[config.mk]
export PLATFORM = sky130hd
export DESIGN_NAME = ftc_top
export DESIGN_NICKNAME = d
export VERILOG_FILES = /design/src/inc/ftc_pkg.sv /design/src/design/ftc_top.sv
export VERILOG_INCLUDE_DIRS = /design/src /design/src/inc
export SDC_FILE = /design/constraint.sdc
export NUM_CORES = 1
export LEC_CHECK = 0
export BUFFER_PORTS_ARGS = -buffer_cell sky130_fd_sc_hd__buf_4
export CORE_UTILIZATION = 50
export CTS_CLUSTER_SIZE = 10
export DETAILED_ROUTE_END_ITERATION = 8
export GPL_TIMING_DRIVEN = 0
export PLACE_DENSITY = 0.78
export SLEW_MARGIN = 10
export SYNTH_ARGS = -nofsm -noshare
export SYNTH_HDL_FRONTEND = slang
export SYNTH_SLANG_ARGS = --single-unit
export TNS_END_PERCENT = 10
[constraint.sdc]
create_clock -name mclk -period 5.4 [get_ports mclk]
set_clock_uncertainty 0.1 [all_clocks]
set_input_delay 0 -clock mclk [delete_from_list [all_inputs] [get_ports mclk]]
set_output_delay 0 -clock mclk [all_outputs]
set_load 0.05 [all_outputs]
[src/inc/ftc_defs.svh]
`ifndef FTC_DEFS_SVH
`define FTC_DEFS_SVH

// ********************************************************************
// Register offsets (byte addresses).
// ********************************************************************
`define FTC_OFS_CTRL 5'h00
`define FTC_OFS_BURST 5'h04
`define FTC_OFS_DELAY 5'h08
`define FTC_OFS_HEIGHT 5'h0c
`define FTC_OFS_CMD 5'h10
`define FTC_OFS_STATUS 5'h14
`define FTC_OFS_PIN 5'h18

// ********************************************************************
// Control word fields.
// ********************************************************************
`define FTC_CTRL_KIND 0
`define FTC_CTRL_EN_LO 1
`define FTC_CTRL_EN_HI 2
`define FTC_CTRL_SRC_LO 3
`define FTC_CTRL_SRC_HI 4
`define FTC_CTRL_COND_LO 5
`define FTC_CTRL_COND_HI 7
`define FTC_CTRL_POL_LO 8
`define FTC_CTRL_POL_HI 9
`define FTC_CTRL_SYNC 10
`define FTC_CMD_FIRE 0
`define FTC_PIN_CHOICE 0
`define FTC_PIN_FLIP 1

// ********************************************************************
// Reset values and timing.
// ********************************************************************
`define FTC_BURST_RST 16'h0001
`define FTC_HEIGHT_RST 16'h0400
`define FTC_DELAY_MAX_US 21'h1e8480
`define FTC_CLK_NS 40
`define FTC_TICK_NS 1000
`define FTC_US_CYCLES (`FTC_TICK_NS / `FTC_CLK_NS)

`endif

[src/inc/ftc_pkg.sv]
package ftc_pkg;
  typedef enum logic [3:0] {
    FTC_IDLE = 4'h1,
    FTC_DELAY = 4'h2,
    FTC_ISSUE = 4'h4,
    FTC_RUN = 4'h8
  } ftc_state_e;
  typedef enum logic [1:0] {
    FTC_SRC_CC1 = 2'h0,
    FTC_SRC_SOFT = 2'h1,
    FTC_SRC_TIMER = 2'h2,
    FTC_SRC_COUNTER = 2'h3
  } ftc_src_e;
  typedef enum logic [2:0] {
    FTC_RISE = 3'h0,
    FTC_FALL = 3'h1,
    FTC_ANY = 3'h2,
    FTC_LVL_HI = 3'h3,
    FTC_LVL_LO = 3'h4
  } ftc_cond_e;
  typedef enum logic [1:0] {
    FTC_OVL_OFF = 2'h0,
    FTC_OVL_READOUT = 2'h1,
    FTC_OVL_AFTER_EXP = 2'h2
  } ftc_policy_e;
endpackage

[src/design/ftc_top.sv]
// The register addresses and the Avalon-MM slave port were chosen for this implementation.
`timescale 1ns/1ns
`include "ftc_defs.svh"

module ftc_top
  import ftc_pkg::*;
#(
  parameter int BURST_W = 16
) (
  input wire logic mclk,
  input wire logic rst,
  input wire logic [4:0] avs_address,
  input wire logic avs_read,
  input wire logic avs_write,
  input wire logic [31:0] avs_writedata,
  output logic [31:0] avs_readdata,
  output logic avs_waitrequest,
  input wire logic cc1,
  input wire logic cc2,
  input wire logic timer_one_done,
  input wire logic counter_one_done,
  input wire logic exposure_active,
  input wire logic readout_active,
  input wire logic exposure_fits,
  output logic frame_start,
  output logic [15:0] frame_rows,
  output logic invalid_fire,
  output logic fire_busy
);

  localparam int US_CYCLES = `FTC_US_CYCLES;

  // ******************************************************************
  // Avalon-MM slave.
  // ******************************************************************
  // A request is answered one cycle after it is taken; waitrequest is low
  // for exactly that cycle, which is also when a write lands.
  logic wait_q;
  logic [31:0] rdata_q;
  logic wr_take;
  logic rd_take;
  logic [31:0] rd_mux;

  logic fire_kind_select_q;
  logic [1:0] fire_enable_state_q;
  ftc_src_e fire_origin_select_q;
  ftc_cond_e fire_condition_q;
  ftc_policy_e fire_accept_policy_q;
  logic sync_align_q;
  logic [BURST_W-1:0] burst_frames_total_q;
  logic [20:0] fire_postpone_us_q;
  logic [15:0] height_q;
  logic pin_choice_q;
  logic [1:0] pin_polarity_flip_q;
  logic soft_fire_command_q;
  logic [7:0] invalid_cnt_q;
  ftc_state_e state_q;
  ftc_state_e state_d;
  logic [BURST_W-1:0] remain_q;

  assign wr_take = avs_write && !wait_q;
  assign rd_take = avs_read && wait_q;

  always_ff @(posedge mclk) begin
    if (rst) begin
      wait_q <= 1'b1;
    end else if ((avs_read || avs_write) && wait_q) begin
      wait_q <= 1'b0;
    end else begin
      wait_q <= 1'b1;
    end
  end

  always_comb begin
    rd_mux = 32'h0;
    case (avs_address)
      `FTC_OFS_CTRL: begin
        rd_mux[`FTC_CTRL_KIND] = fire_kind_select_q;
        rd_mux[`FTC_CTRL_EN_HI:`FTC_CTRL_EN_LO] = fire_enable_state_q;
        rd_mux[`FTC_CTRL_SRC_HI:`FTC_CTRL_SRC_LO] = fire_origin_select_q;
        rd_mux[`FTC_CTRL_COND_HI:`FTC_CTRL_COND_LO] = fire_condition_q;
        rd_mux[`FTC_CTRL_POL_HI:`FTC_CTRL_POL_LO] = fire_accept_policy_q;
        rd_mux[`FTC_CTRL_SYNC] = sync_align_q;
      end
      `FTC_OFS_BURST: rd_mux[BURST_W-1:0] = burst_frames_total_q;
      `FTC_OFS_DELAY: rd_mux[20:0] = fire_postpone_us_q;
      `FTC_OFS_HEIGHT: rd_mux[15:0] = height_q;
      `FTC_OFS_STATUS: rd_mux = {invalid_cnt_q, remain_q[BURST_W-1:0], 2'h0, cc2, cc1, state_q};
      `FTC_OFS_PIN: begin
        rd_mux[`FTC_PIN_CHOICE] = pin_choice_q;
        rd_mux[`FTC_PIN_FLIP] = pin_polarity_flip_q[pin_choice_q];
      end
      default: rd_mux = 32'h0;
    endcase
  end

  always_ff @(posedge mclk) begin
    if (rst) begin
      rdata_q <= 32'h0;
    end else if (rd_take) begin
      rdata_q <= rd_mux;
    end
  end

  assign avs_readdata = rdata_q;
  assign avs_waitrequest = wait_q;

  // ******************************************************************
  // Configuration registers.
  // ******************************************************************
  always_ff @(posedge mclk) begin
    if (rst) begin
      fire_kind_select_q <= 1'b0;
      fire_enable_state_q <= 2'h0;
      fire_origin_select_q <= FTC_SRC_CC1;
      fire_condition_q <= FTC_RISE;
      fire_accept_policy_q <= FTC_OVL_OFF;
      sync_align_q <= 1'b0;
      burst_frames_total_q <= BURST_W'(`FTC_BURST_RST);
      fire_postpone_us_q <= 21'h0;
      height_q <= `FTC_HEIGHT_RST;
      pin_choice_q <= 1'b0;
      pin_polarity_flip_q <= 2'h0;
    end else if (wr_take) begin
      case (avs_address)
        `FTC_OFS_CTRL: begin
          fire_kind_select_q <= avs_writedata[`FTC_CTRL_KIND];
          fire_enable_state_q <= avs_writedata[`FTC_CTRL_EN_HI:`FTC_CTRL_EN_LO];
          fire_origin_select_q <= ftc_src_e'(avs_writedata[`FTC_CTRL_SRC_HI:`FTC_CTRL_SRC_LO]);
          fire_condition_q <= ftc_cond_e'(avs_writedata[`FTC_CTRL_COND_HI:`FTC_CTRL_COND_LO]);
          fire_accept_policy_q <= ftc_policy_e'(avs_writedata[`FTC_CTRL_POL_HI:`FTC_CTRL_POL_LO]);
          sync_align_q <= avs_writedata[`FTC_CTRL_SYNC];
        end
        `FTC_OFS_BURST: burst_frames_total_q <= avs_writedata[BURST_W-1:0];
        `FTC_OFS_DELAY: begin
          // Values past the documented maximum are clamped rather than wrapped.
          if (avs_writedata[20:0] > `FTC_DELAY_MAX_US || avs_writedata[31:21] != 11'h0) begin
            fire_postpone_us_q <= `FTC_DELAY_MAX_US;
          end else begin
            fire_postpone_us_q <= avs_writedata[20:0];
          end
        end
        `FTC_OFS_HEIGHT: height_q <= avs_writedata[15:0];
        `FTC_OFS_PIN: begin
          pin_choice_q <= avs_writedata[`FTC_PIN_CHOICE];
          pin_polarity_flip_q[avs_writedata[`FTC_PIN_CHOICE]] <= avs_writedata[`FTC_PIN_FLIP];
        end
        default: begin
        end
      endcase
    end
  end

  always_ff @(posedge mclk) begin
    if (rst) begin
      soft_fire_command_q <= 1'b0;
    end else begin
      soft_fire_command_q <= wr_take && avs_address == `FTC_OFS_CMD && avs_writedata[`FTC_CMD_FIRE];
    end
  end

  // ******************************************************************
  // Trigger qualification.
  // ******************************************************************
  logic line_c;
  logic line_prev_q;
  logic line_hit;
  logic hw_fire;
  logic en_act;
  logic raw_fire;
  logic accept_ok;
  logic start_ok;

  // Inputs are synchronous, so the edge detector samples the pin directly.
  // A pulse shorter than one clock can be missed entirely.
  assign line_c = cc1 ^ pin_polarity_flip_q[0];

  always_ff @(posedge mclk) begin
    if (rst) begin
      line_prev_q <= 1'b0;
    end else begin
      line_prev_q <= line_c;
    end
  end

  always_comb begin
    case (fire_condition_q)
      FTC_RISE: line_hit = line_c && !line_prev_q;
      FTC_FALL: line_hit = !line_c && line_prev_q;
      FTC_ANY: line_hit = line_c != line_prev_q;
      FTC_LVL_HI: line_hit = line_c;
      FTC_LVL_LO: line_hit = !line_c;
      default: line_hit = 1'b0;
    endcase
  end

  // The condition only shapes the line path; internal events pass untouched.
  always_comb begin
    case (fire_origin_select_q)
      FTC_SRC_CC1: hw_fire = line_hit;
      FTC_SRC_SOFT: hw_fire = 1'b0;
      FTC_SRC_TIMER: hw_fire = timer_one_done;
      FTC_SRC_COUNTER: hw_fire = counter_one_done;
      default: hw_fire = 1'b0;
    endcase
  end

  assign en_act = fire_enable_state_q[fire_kind_select_q];
  assign raw_fire = en_act && (hw_fire || soft_fire_command_q);

  always_comb begin
    case (fire_accept_policy_q)
      FTC_OVL_OFF: begin
        accept_ok = !exposure_active && !readout_active;
        start_ok = accept_ok;
      end
      FTC_OVL_READOUT: begin
        accept_ok = !exposure_active;
        start_ok = !exposure_active;
      end
      FTC_OVL_AFTER_EXP: begin
        accept_ok = !exposure_active;
        start_ok = !exposure_active && (!readout_active || exposure_fits);
      end
      default: begin
        accept_ok = 1'b0;
        start_ok = 1'b0;
      end
    endcase
  end

  // ******************************************************************
  // Delay, frame issue and burst sequencing.
  // ******************************************************************
  logic take_fire;
  logic [4:0] us_cnt_q;
  logic us_tick;
  logic [20:0] delay_cnt_q;
  logic frame_start_q;
  logic invalid_q;
  logic [15:0] rows_q;

  assign take_fire = state_q == FTC_IDLE && raw_fire && accept_ok;
  assign us_tick = us_cnt_q == 5'(US_CYCLES - 1);

  // The prescaler restarts on each accepted trigger so the delay is exact.
  always_ff @(posedge mclk) begin
    if (rst || take_fire || us_tick) begin
      us_cnt_q <= 5'h0;
    end else begin
      us_cnt_q <= us_cnt_q + 5'h1;
    end
  end

  always_comb begin
    state_d = state_q;
    case (state_q)
      FTC_IDLE: begin
        if (take_fire) begin
          state_d = (fire_postpone_us_q == 21'h0) ? FTC_ISSUE : FTC_DELAY;
        end
      end
      FTC_DELAY: begin
        if (us_tick && delay_cnt_q == 21'h1) begin
          state_d = FTC_ISSUE;
        end
      end
      FTC_ISSUE: begin
        if (start_ok) begin
          state_d = FTC_RUN;
        end
      end
      FTC_RUN: begin
        if (exposure_active) begin
          state_d = (remain_q == '0) ? FTC_IDLE : FTC_ISSUE;
        end
      end
      default: state_d = FTC_IDLE;
    endcase
  end

  always_ff @(posedge mclk) begin
    if (rst) begin
      state_q <= FTC_IDLE;
    end else begin
      state_q <= state_d;
    end
  end

  always_ff @(posedge mclk) begin
    if (rst) begin
      delay_cnt_q <= 21'h0;
    end else if (take_fire) begin
      delay_cnt_q <= fire_postpone_us_q;
    end else if (state_q == FTC_DELAY && us_tick) begin
      delay_cnt_q <= delay_cnt_q - 21'h1;
    end
  end

  // A burst count of zero still yields one frame, never a stuck sequence.
  always_ff @(posedge mclk) begin
    if (rst) begin
      remain_q <= '0;
    end else if (take_fire) begin
      if (fire_kind_select_q && burst_frames_total_q != '0) begin
        remain_q <= burst_frames_total_q;
      end else begin
        remain_q <= BURST_W'(1);
      end
    end else if (state_q == FTC_ISSUE && start_ok) begin
      remain_q <= remain_q - BURST_W'(1);
    end
  end

  always_ff @(posedge mclk) begin
    if (rst) begin
      frame_start_q <= 1'b0;
      rows_q <= 16'h0;
    end else begin
      frame_start_q <= state_q == FTC_ISSUE && start_ok;
      if (state_q == FTC_ISSUE && start_ok) begin
        rows_q <= height_q;
      end
    end
  end

  always_ff @(posedge mclk) begin
    if (rst) begin
      invalid_q <= 1'b0;
      invalid_cnt_q <= 8'h0;
    end else begin
      invalid_q <= raw_fire && sync_align_q && exposure_active;
      if (raw_fire && sync_align_q && exposure_active && invalid_cnt_q != 8'hff) begin
        invalid_cnt_q <= invalid_cnt_q + 8'h1;
      end
    end
  end

  always_ff @(posedge mclk) begin
    if (rst) begin
      fire_busy <= 1'b0;
    end else begin
      fire_busy <= state_d != FTC_IDLE;
    end
  end

  assign frame_start = frame_start_q;
  assign frame_rows = rows_q;
  assign invalid_fire = invalid_q;

  // ******************************************************************
  // Assertions.
  // ******************************************************************
  logic [25:0] dly_cyc_q;
  logic [20:0] dly_ref_q;

  always_ff @(posedge mclk) begin
    if (rst || state_q != FTC_DELAY) begin
      dly_cyc_q <= 26'h0;
    end else begin
      dly_cyc_q <= dly_cyc_q + 26'h1;
    end
    if (rst) begin
      dly_ref_q <= 21'h0;
    end else if (take_fire) begin
      dly_ref_q <= fire_postpone_us_q;
    end
  end
endmodule

==> reports/qor.log, run 1 <==
qor: floorplanning.effective_utilization_at_floorplan 0.5184
qor: cts.post-cts-setup-buffer-count 0
qor: worst_setup_path.critPathKind reg2reg
qor: floorplanning.fp.dieH 128.2 um
qor: power_and_ir_drop.ir_worst_vdd 0.2191 mV
qor: grt.grt_start_max_net_pins 17
qor: cts.clock-root-buffer sky130_fd_sc_hd__clkbuf_16
qor: layout.multi_input_area 4154 um2
qor: timing.timing_max_transition_violations_final 0
qor: timing.timing.setup.tns 0 ns
qor: grt.globalRouteMet1Util 0.4630
qor: power_and_ir_drop.power_per_cell_area 266.8 nW/um2
qor: cts.tritoncts yes
qor: worst_setup_path.path_cells xnor2_1, inv_1, ha_1, nand2_1, o211ai_1, a21o_1, a211oi_1, buf_2, nand3_1, a21oi_1
qor: route.antenna_left 0
qor: power_and_ir_drop.leakage 3.617 nW
qor: route.routed_wire_length_per_instance 21.15 um
qor: route.number_of_drc_violations_after_detailed_routing 0
qor: synthesis.synth.area.top_cells sky130_fd_sc_hd__dfxtp_1 44%, sky130_fd_sc_hd__nand2_1 7.9%, sky130_fd_sc_hd__a21oi_1 6.3%
qor: layout.fill_cells 1327
qor: floorplanning.floorplan.core_area 15370 um2
qor: layout.final_cell_area 9868 um2
qor: timing.fin_ws 2.038 ns
qor: worst_setup_path.critPathCaptureType flip-flop
qor: worst_setup_path.startpoint_type flip-flop
qor: timing.finalSetupViolations 0
qor: route.route.vias.total 8440
qor: place.dp.final_hpwl 20.29 mm
qor: floorplanning.rows 45
qor: route.detail_route.iter0.violations 1199
qor: grt.track_usage 0.3554
qor: grt.grt.met2_usage 0.5494
qor: layout.register_area 3503 um2
qor: grt.grt_overflow_total 0
qor: place.dp_worst_setup_slack 2.233 ns
qor: worst_setup_path.timing.critical_path.slowest_cell_delay 0.83 ns
qor: cts.h-tree-depth 4
qor: timing.max_slew_margin 0.3231
qor: layout.final_net_count 1181
qor: layout.most-common-layout-cells 175 x sky130_fd_sc_hd__dfxtp_1, 167 x sky130_fd_sc_hd__nand2_1, 101 x sky130_fd_sc_hd__a21oi_1
qor: grt.grt_antenna_before_repair 0
qor: cts.cts-buffers-inserted 17
qor: floorplanning.die_w 128.2 um
qor: grt.vias_in_the_first_global_route 7788
qor: layout.num_antenna_cells 0
qor: timing.timing_hold_violations_final 0
qor: synthesis.mappedNetlistArea 7969 um2
qor: place.finalWeightedCongestion 0.9644
qor: worst_setup_path.critical_path.slowest_cell sky130_fd_sc_hd__a211oi_1
qor: synthesis.post_syn_area_per_cell 8.224 um2
qor: status.status finished, final reports clean
qor: synthesis.predominant_post_synthesis_flop_cell sky130_fd_sc_hd__dfxtp_1
qor: timing.worst_hold_slack 0.03006 ns
qor: synthesis.synth_top_cell_area_share 0.4396
qor: worst_setup_path.timing.critical_path.arrival 3.62 ns
qor: timing.post-route-period-util 0.6225
qor: route.totalWireLength 28.47 mm
qor: layout.utilization 0.6420
qor: layout.layout-drive-gt1-share 0.1436
qor: synthesis.synth_warnings 0
qor: synthesis.post_synth_inst_count 969
qor: layout.mostFrequentLayoutCell sky130_fd_sc_hd__dfxtp_1
qor: worst_setup_path.critical_path_peak_fanout 10
qor: worst_setup_path.worst_ep_required_time 5.66 ns
qor: synthesis.postSynth.asyncResetShare 0
qor: route.avgViaCountPerCell 6.270
qor: timing.max_freq 297.5 MHz
qor: layout.final_cells 1346
qor: grt.top_usage_layer met2
qor: synthesis.synth.ff_latch_count 175
qor: timing.finalCriticalPeriod 3.362 ns
qor: place.dp.cells 1278
qor: floorplanning.ios 100
qor: grt.grt_pass1_wl 43.47 mm
qor: power_and_ir_drop.p_total 2.632 mW
qor: cts.cts.reportedPaths.clkPinSlew 0.07 ns
qor: floorplanning.die_area 16450 um2
qor: job.timing.max_cap.violations 0
qor: grt.grt_use_met3 0.06845
qor: cts.numClockSinks 175
qor: route.dr.pass1.iters 8
qor: synthesis.netlist-cell-type-count 67
qor: synthesis.number_of_synthesized_flops_with_an_enable_pin 0
qor: timing.grt_setup_unrepaired false
qor: synthesis.yosysTopAreaCell sky130_fd_sc_hd__dfxtp_1
qor: timing.tightestPinTransition 1.006 ns
qor: synthesis.synth_seq_area_share 0.4396
qor: cts.cts-root-to-sink-buffers 2
qor: place.dpl-instance-area 8969 um2
qor: cts.clkLatencyLatePin 0.44 ns
qor: synthesis.mappedNetlistNets 1028
qor: worst_hold_path.hold_path_class in2reg
qor: place.numPortBuffers 98
qor: layout.flow.area_growth_from_synthesis 23.83%
==> worst max-delay path: cells and delay by family, from the launching register on <==
| family | cells | cell delay [ns] |
|---|---|---|
| flip-flops | 1 | 0.34 |
| XOR/XNOR | 1 | 0.35 |
| AND/OR/NAND/NOR | 2 | 0.22 |
| AO/OA/AOI/OAI | 4 | 1.50 |
| buffers and inverters | 2 | 0.49 |
| adder cells (fa/ha/maj) | 1 | 0.28 |
==> timing repair <==
item / CTS / global route
hold endpoints to repair: 76 / 0
gates resized for setup: 0 / 0
hold buffers: 36 / 0
endpoints found under the setup margin: 0 / 0
==> per-layer routing <==
metal / wire, um / share of wire
met5: 0 / 0
met4: 1602 / 0.056
met3: 2892 / 0.10
met2: 12720 / 0.45
met1: 11250 / 0.40
==> state kept, by name, indices dropped and copies added (netlist names), 2 cells and up <==
name                  count
avs_readdata             32
burst_frames_total_q     16
delay_cnt_q              21
fire_accept_policy_q      2
fire_condition_q          3
fire_enable_state_q       2
fire_origin_select_q      2
fire_postpone_us_q       21
frame_rows               16
height_q                 16
invalid_cnt_q             8
pin_polarity_flip_q       2
remain_q                 16
state_q                   4
us_cnt_q                  5
==> final timing paths <==
check                                       startpoint                   to  slack (ns)  depth (start not counted)
worst max-delay path            pin_polarity_flip_q[0]         remain_q[13]        2.04                         10
worst min-delay path                         avs_write  soft_fire_command_q        0.03                          3
worst max register to register  pin_polarity_flip_q[0]         remain_q[13]        2.04                         10
worst min register to register        avs_readdata[23]     avs_readdata[23]        0.35                          2
==> final cells by class <==
type / instances / area share
Clock buffer: 19 / 0.04387
Sequential cell: 175 / 0.3550
Tap cell: 211 / 0.02675
Buffer: 58 / 0.02396
Timing Repair Buffer: 134 / 0.1111
Multi-Input combinational cell: 716 / 0.4209
Inverter: 20 / 0.007607
Clock inverter: 13 / 0.01078
==> where the power goes <==
group / leakage (nW) / switching, mW / internal [mW]
logic: 1.95 / 0.112 / 0.0645
registers: 1.41 / 0.00681 / 1.30
clock network: 0.255 / 0.554 / 0.597
==> Yosys cell counts (4+ instances only) <==
master	instances
sky130_fd_sc_hd__dfxtp_1	175
sky130_fd_sc_hd__nand2_1	167
sky130_fd_sc_hd__a21oi_1	101
sky130_fd_sc_hd__nor2_1	93
sky130_fd_sc_hd__clkbuf_1	51
sky130_fd_sc_hd__nand3_1	51
sky130_fd_sc_hd__nor4_1	27
sky130_fd_sc_hd__nor3_1	24
sky130_fd_sc_hd__inv_1	20
sky130_fd_sc_hd__mux2i_1	18
sky130_fd_sc_hd__a222oi_1	17
sky130_fd_sc_hd__a22oi_1	17
sky130_fd_sc_hd__xnor2_1	15
sky130_fd_sc_hd__a211oi_1	13
sky130_fd_sc_hd__a31oi_1	13
sky130_fd_sc_hd__ha_1	11
sky130_fd_sc_hd__or3_1	11
sky130_fd_sc_hd__a22o_2	10
sky130_fd_sc_hd__nand4_1	10
sky130_fd_sc_hd__o21ai_0	10
sky130_fd_sc_hd__o211ai_1	9
sky130_fd_sc_hd__a221oi_1	8
sky130_fd_sc_hd__or4_1	7
sky130_fd_sc_hd__xor2_1	7
sky130_fd_sc_hd__o31a_1	6
sky130_fd_sc_hd__nand2b_1	4
sky130_fd_sc_hd__nor2b_1	4
sky130_fd_sc_hd__nor4b_1	4
sky130_fd_sc_hd__o221a_2	4
==> cells by family (layout without fill, tap and decap cells) <==
kind of cell,count (synthesis),after routing,share of synthesized area
adders and majority gates,11,11,0.01727
buffers and inverters,78,244,0.03909
and+or+nand+nor,432,432,0.2581
muxes,20,20,0.02544
DFF,175,175,0.4396
xor gates and xnor gates,22,22,0.02418
AOI/OAI and AO/OA,231,231,0.1963
No activity file was read; power rests on OpenSTA's default activity.
==> run 2: changes to the inputs <==
--- a/config.mk
+++ b/config.mk
@@ -6,6 +6,7 @@
 export SDC_FILE = /design/constraint.sdc
 export NUM_CORES = 1
 export LEC_CHECK = 0
+export ABC_AREA = 1
 export BUFFER_PORTS_ARGS = -buffer_cell sky130_fd_sc_hd__buf_4
 export CORE_UTILIZATION = 50
 export CTS_CLUSTER_SIZE = 10
==> constraint.sdc (replaced) <==
create_clock -name mclk -period 3.5 [get_ports mclk]
set_clock_uncertainty 0.1 [all_clocks]
set_input_delay 0 -clock mclk [delete_from_list [all_inputs] [get_ports mclk]]
set_output_delay 0 -clock mclk [all_outputs]
set_load 0.05 [all_outputs]
==> run 2 against run 1 <==
Against the previous run: total power increased by 57%; die area increased by 7.8%; utilization decreased by 0.63 points; global-route usage decreased by 2.3 points; count of clock-buffer cells in the layout unchanged; sequential share of layout area decreased by 2.5 points; sequential power increased by 56%; combinational power increased by 86%; setup slack got worse by 1.1 ns; non-clock buffer count increased by 8; final area increased by 7.6%.
==> reports/qor.log, run 2 <==
qor: status.status finished, final reports clean
qor: synthesis.post_synth_most_frequent_cells 217 x sky130_fd_sc_hd__nand2_1, 175 x sky130_fd_sc_hd__dfxtp_1, 175 x sky130_fd_sc_hd__nor2_1
qor: route.number_of_drc_violations_after_detailed_routing 0
qor: worst_setup_path.critPathKind in2reg
qor: synthesis.yosysTopAreaCell sky130_fd_sc_hd__dfxtp_1
qor: synthesis.post_synth_inst_count 1233
qor: cts.post_cts_hold_fix_bufs 47
qor: timing.tightestPinTransition 0.8737 ns
qor: timing.post-route-period-util 0.7185
qor: floorplanning.die_w 133.2 um
qor: power_and_ir_drop.ir_worst_vdd 0.3433 mV
qor: timing.max_slew_margin 0.4176
qor: timing.grt_setup_unrepaired false
qor: synthesis.synth_seq_area_share 0.4073
qor: cts.number_of_gates_given_a_new_drive_strength_after_cts 0
qor: floorplanning.effective_utilization_at_floorplan 0.5150
qor: timing.timing_hold_violations_final 0
qor: grt.vias_in_the_first_global_route 8655
qor: cts.cts-root-to-sink-buffers 2
qor: worst_setup_path.critical_path_peak_fanout 10
qor: worst_setup_path.worst_ep_required_time 3.73 ns
qor: layout.final_cells 1629
qor: layout.largest_register_ffs 32
qor: cts.clock-root-buffer sky130_fd_sc_hd__clkbuf_16
qor: route.routed_wire_length_per_instance 17.81 um
qor: route.route.vias.total 9270
qor: place.dpl-instance-area 9612 um2
qor: place.dp.final_hpwl 20.91 mm
qor: synthesis.predominant_post_synthesis_flop_cell sky130_fd_sc_hd__dfxtp_1
qor: power_and_ir_drop.power_frac_clock 0.431
qor: worst_setup_path.timing.critical_path.arrival 2.75 ns
qor: synthesis.mappedNetlistArea 8601 um2
qor: floorplanning.fp.dieH 133.2 um
qor: synthesis.synth_top_cell_area_share 0.4073
qor: worst_setup_path.most_used_cell_cp sky130_fd_sc_hd__clkbuf_1
qor: grt.grt_overflow_total 0
qor: worst_setup_path.critPathCaptureType flip-flop
qor: place.numPortBuffers 98
qor: synthesis.number_of_synthesized_flops_with_an_enable_pin 0
qor: cts.cts-buffers-inserted 17
qor: layout.final_cell_area 10620 um2
qor: cts.cts.reportedPaths.clkPinSlew 0.07 ns
qor: grt.grt_start_max_net_pins 17
qor: power_and_ir_drop.seq_power_share 0.490
qor: cts.numClockSinks 175
qor: timing.finalSetupViolations 0
qor: power_and_ir_drop.p_total 4.140 mW
qor: worst_setup_path.gate_family_responsible_for_the_most_delay_along_the_worst_path buffers and inverters
qor: timing.timing_max_transition_violations_final 0
qor: route.antenna_left 0
qor: synthesis.post_syn_area_per_cell 6.975 um2
qor: place.finalWeightedCongestion 0.9750
qor: timing.timing.setup.tns 0 ns
qor: power_and_ir_drop.leakage 4.596 nW
qor: place.dp_worst_setup_slack 1.080 ns
qor: synthesis.synth.area.top_cells sky130_fd_sc_hd__dfxtp_1 41%, sky130_fd_sc_hd__nand2_1 9.5%, sky130_fd_sc_hd__o21ai_0 7.9%
qor: power_and_ir_drop.internal_power 3.047 mW
qor: floorplanning.floorplan.core_area 16700 um2
qor: worst_setup_path.r2r_slack 1.05 ns
qor: layout.final_net_count 1456
qor: cts.post-cts-setup-buffer-count 0
qor: synthesis.netlist-cell-type-count 49
qor: power_and_ir_drop.gate_power_share 0.079
qor: floorplanning.ios 100
qor: floorplanning.rows 47
qor: job.timing.max_cap.violations 0
qor: layout.layout-drive-gt1-share 0.1199
qor: timing.worst_hold_slack 0.01335 ns
qor: layout.utilization 0.6358
qor: timing.max_freq 397.6 MHz
qor: synthesis.postSynth.asyncResetShare 0
qor: route.dr.pass1.iters 6
qor: worst_setup_path.critical_path.slowest_cell sky130_fd_sc_hd__clkbuf_1
qor: place.dp.cells 1551
qor: worst_setup_path.path_cells clkbuf_1, clkinv_1, clkbuf_1, buf_1, o211ai_1, dlygate4sd3_1
qor: cts.h-tree-depth 4
qor: route.avgViaCountPerCell 5.691
qor: synthesis.synth_warnings 0
qor: floorplanning.die_area 17730 um2
qor: cts.tritoncts yes
qor: worst_setup_path.cp_num_buf_inv 5
qor: route.totalWireLength 29.01 mm
qor: worst_setup_path.startpoint_type input port
qor: route.detail_route.iter0.violations 1029
qor: synthesis.dominant_cell_by_count_in_the_synthesized_netlist sky130_fd_sc_hd__nand2_1
qor: worst_hold_path.hold_path_class in2reg
qor: synthesis.mappedNetlistNets 1292
qor: timing.finalCriticalPeriod 2.515 ns
qor: power_and_ir_drop.netSwitchingFraction 0.2641
qor: layout.num_antenna_cells 0
qor: grt.grt_antenna_before_repair 0
qor: grt.track_usage 0.3323
qor: power_and_ir_drop.power_per_cell_area 389.9 nW/um2
qor: worst_setup_path.timing.critical_path.slowest_cell_delay 0.70 ns
qor: cts.clkLatencyLatePin 0.45 ns
qor: grt.grt_pass1_wl 45.45 mm
qor: power_and_ir_drop.netSwitchingPower 1.093 mW
qor: synthesis.synth.ff_latch_count 175
qor: timing.fin_ws 0.9852 ns
qor: layout.mostFrequentLayoutCell sky130_fd_sc_hd__nand2_1
qor: layout.flow.area_growth_from_synthesis 23.45%
qor: layout.most-common-layout-cells 217 x sky130_fd_sc_hd__nand2_1, 175 x sky130_fd_sc_hd__nor2_1, 175 x sky130_fd_sc_hd__dfxtp_1
## run 2: metal layers
layer  wire, um  GRT usage
met1      11490     0.4261
met5          0          0
met4       1474     0.1837
met2      12980     0.5224
met3       3056    0.07002
## run 2: cell families after synthesis
group / count (synthesis) / synth area share
AOI/OAI and AO/OA: 306 / 0.1909
xor gates and xnor gates: 35 / 0.03564
adders and majority gates: 11 / 0.01600
buffers and inverters: 190 / 0.08845
DFF: 175 / 0.4073
and+or+nand+nor: 516 / 0.2617
## run 2: power groups by stage
stage	registers, mW	logic, mW	clock network, mW
2_1_floorplan	2.12	0.110	0
3_3_place_gp	2.07	0.291	0
3_5_place_dp	2.07	0.293	0
4_1_cts	2.03	0.320	1.79
5_1_grt	2.03	0.346	1.86
6_report	2.03	0.328	1.78
## run 2: worst paths after layout
| path | start | cells after the start | endpoint |
|---|---|---|---|
| min reg2reg | pin_polarity_flip_q[1] | 2 | pin_polarity_flip_q[1] |
| min | rst | 4 | fire_postpone_us_q[15] |
| max | rst | 6 | avs_waitrequest |
| max reg2reg | pin_polarity_flip_q[0] | 15 | delay_cnt_q[4] |
## run 2: cell type report
class,instances,area (um2)
buffer,55,254.0
clock buffer,19,432.9
clock inverter,12,102.6
fill,1522,6083
inverter,135,506.7
multi-input combinational,868,4337
sequential,175,3503
tap,220,275.3
timing repair buffer,145,1206
## run 2: worst register-to-register path, stage by stage (launching register included)
cell                      delay (ns)
sky130_fd_sc_hd__dfxtp_1        0.34
sky130_fd_sc_hd__inv_2          0.05
sky130_fd_sc_hd__nand2_1        0.10
sky130_fd_sc_hd__nand2_2        0.08
sky130_fd_sc_hd__ha_1           0.27
sky130_fd_sc_hd__inv_1          0.05
sky130_fd_sc_hd__a21oi_1        0.05
sky130_fd_sc_hd__nand2_1        0.06
sky130_fd_sc_hd__nand2_1        0.06
sky130_fd_sc_hd__nor2_2         0.13
sky130_fd_sc_hd__nand3_2        0.14
sky130_fd_sc_hd__nand2_4        0.16
sky130_fd_sc_hd__nand3_4        0.18
sky130_fd_sc_hd__buf_2          0.30
sky130_fd_sc_hd__o21ai_0        0.22
sky130_fd_sc_hd__a21oi_1        0.06
==> run 3: changes to the inputs <==
==> constraint.sdc (replaced) <==
create_clock -name mclk -period 2.56 [get_ports mclk]
set_clock_uncertainty 0.1 [all_clocks]
set_input_delay 0 -clock mclk [delete_from_list [all_inputs] [get_ports mclk]]
set_output_delay 0 -clock mclk [all_outputs]
set_load 0.05 [all_outputs]
==> run 3 against run 2 <==
Against the previous run: routed wire length rose by 0.47%; sequential power rose by 36%; die area did not move; largest cell class unchanged.
==> reports/qor.log, run 3 (same netlist as run 2, synthesis figures left out) <==
qor: cts.tritoncts yes
qor: timing.tightestPinTransition 0.8717 ns
qor: layout.fill_cells 1511
qor: power_and_ir_drop.leakage 4.625 nW
qor: cts.cts-buffers-inserted 17
qor: worst_setup_path.startpoint_type input port
qor: layout.final_cells 1635
qor: timing.max_slew_margin 0.4150
qor: grt.grt_pass1_wl 45.45 mm
qor: layout.final_net_count 1462
qor: layout.mostFrequentLayoutCell sky130_fd_sc_hd__nand2_1
qor: power_and_ir_drop.ir_worst_vdd 0.4692 mV
qor: grt.track_usage 0.3323
qor: cts.cts-root-to-sink-buffers 2
qor: cts.clock-root-buffer sky130_fd_sc_hd__clkbuf_16
qor: timing.grt_setup_unrepaired true
qor: layout.most-common-layout-cells 216 x sky130_fd_sc_hd__nand2_1, 175 x sky130_fd_sc_hd__nor2_1, 175 x sky130_fd_sc_hd__dfxtp_1
qor: route.antenna_left 0
qor: grt.grt_start_max_net_pins 17
qor: route.avgViaCountPerCell 5.685
qor: power_and_ir_drop.power_frac_clock 0.431
qor: grt.grt_overflow_total 0
qor: power_and_ir_drop.internal_power 4.168 mW
qor: power_and_ir_drop.power_per_cell_area 531.0 nW/um2
qor: floorplanning.effective_utilization_at_floorplan 0.5150
qor: floorplanning.die_area 17730 um2
qor: layout.flow.area_growth_from_synthesis 24.09%
qor: cts.numClockSinks 175
qor: timing.post-route-period-util 0.9758
qor: power_and_ir_drop.netSwitchingPower 1.500 mW
qor: grt.grt_antenna_before_repair 0
qor: place.numPortBuffers 98
qor: place.finalWeightedCongestion 0.9750
qor: route.detail_route.iter0.violations 1058
qor: worst_setup_path.critPathKind in2reg
qor: route.totalWireLength 29.15 mm
qor: grt.vias_in_the_first_global_route 8655
qor: route.dr.pass1.iters 6
qor: worst_setup_path.path_cells clkbuf_1, clkinv_1, clkbuf_1, buf_1, o211ai_1, dlygate4sd3_1
qor: worst_hold_path.hold_path_class in2reg
qor: timing.max_freq 400.3 MHz
qor: timing.finalCriticalPeriod 2.498 ns
qor: cts.cts.reportedPaths.clkPinSlew 0.07 ns
qor: worst_setup_path.critical_path_peak_fanout 10
qor: floorplanning.floorplan.core_area 16700 um2
qor: layout.utilization 0.6390
qor: layout.final_cell_area 10670 um2
qor: timing.finalSetupViolations 0
qor: worst_setup_path.timing.critical_path.arrival 2.73 ns
qor: floorplanning.die_w 133.2 um
qor: place.dp.final_hpwl 20.91 mm
qor: worst_setup_path.timing.critical_path.slowest_cell_delay 0.70 ns
qor: layout.layout-drive-gt1-share 0.1251
qor: cts.h-tree-depth 4
qor: worst_setup_path.worst_ep_required_time 2.79 ns
qor: place.dp.cells 1551
qor: place.dp_worst_setup_slack 0.1396 ns
qor: floorplanning.ios 100
qor: power_and_ir_drop.gate_power_share 0.080
qor: timing.worst_hold_slack 0.01794 ns
qor: power_and_ir_drop.netSwitchingFraction 0.2646
qor: layout.num_antenna_cells 0
qor: layout.largest_register_ffs 32
qor: power_and_ir_drop.seq_power_share 0.489
qor: floorplanning.rows 47
qor: job.timing.max_cap.violations 0
qor: cts.clkLatencyLatePin 0.44 ns
qor: route.route.vias.total 9295
qor: worst_setup_path.critPathCaptureType flip-flop
qor: route.number_of_drc_violations_after_detailed_routing 0
qor: timing.fin_ws 0.06198 ns
qor: timing.timing.setup.tns 0 ns
qor: worst_setup_path.critical_path.slowest_cell sky130_fd_sc_hd__clkbuf_1
qor: power_and_ir_drop.p_total 5.667 mW
qor: place.dpl-instance-area 9612 um2
qor: timing.timing_hold_violations_final 0
qor: worst_setup_path.most_used_cell_cp sky130_fd_sc_hd__clkbuf_1
qor: timing.timing_max_transition_violations_final 0
qor: floorplanning.fp.dieH 133.2 um
qor: route.routed_wire_length_per_instance 17.83 um
qor: status.status finished, final reports clean
-- run 3: changes by cell type in the layout (fill, tap and decap cells not counted), sizes merged --
cell | previous run | this run
buf | 115 | 120
nand3 | 52 | 53
-- run 3: routing by layer --
metal / track usage / part of all wire
met1: 0.4261 / 0.40
met4: 0.1837 / 0.052
met3: 0.07002 / 0.10
met5: 0 / 0
met2: 0.5224 / 0.45
-- run 3: layout make-up --
class	instances	area [um2]	area share
clock inverters	12	102.6	0.009613
multi-input cells	869	4349	0.4075
plain buffers	55	259.0	0.02427
repair buffers	150	1244	0.1165
inverters	135	506.7	0.04748
clock buffers	19	432.9	0.04056
flip-flops and latches	175	3503	0.3283
well taps	220	275.3	0.02579
-- run 3: critical path, delay by kind of cell --
| family | cells | cell delay, ns |
|---|---|---|
| buf+inv | 5 | 2.53 |
| compound gates | 1 | 0.20 |
-- run 3: timing repair --
action | 4_1_cts | 5_1_grt
hold buffers | 47 | 0
hold endpoints to repair | 79 | 0
setup endpoints to repair | 0 | 28
gates resized for setup | 0 | 5
buffers inserted | 0 | 5
-- run 3: final timing paths --
kind,start,to,slack (ns),depth (start not counted)
min reg2reg,pin_polarity_flip_q[1],pin_polarity_flip_q[1],0.36,2
min,rst,fire_postpone_us_q[15],0.02,4
max,rst,avs_waitrequest,0.06,6
max reg2reg,pin_polarity_flip_q[0],delay_cnt_q[4],0.17,15
-- run 3: power groups by stage --
stage	Combinational, mW	Clock (mW)	Sequential (mW)
after detailed placement	0.401	0	2.83
final	0.454	2.44	2.77
after global placement	0.397	0	2.83
after global routing	0.477	2.54	2.77
after CTS	0.437	2.45	2.77
after floorplan	0.151	0	2.90
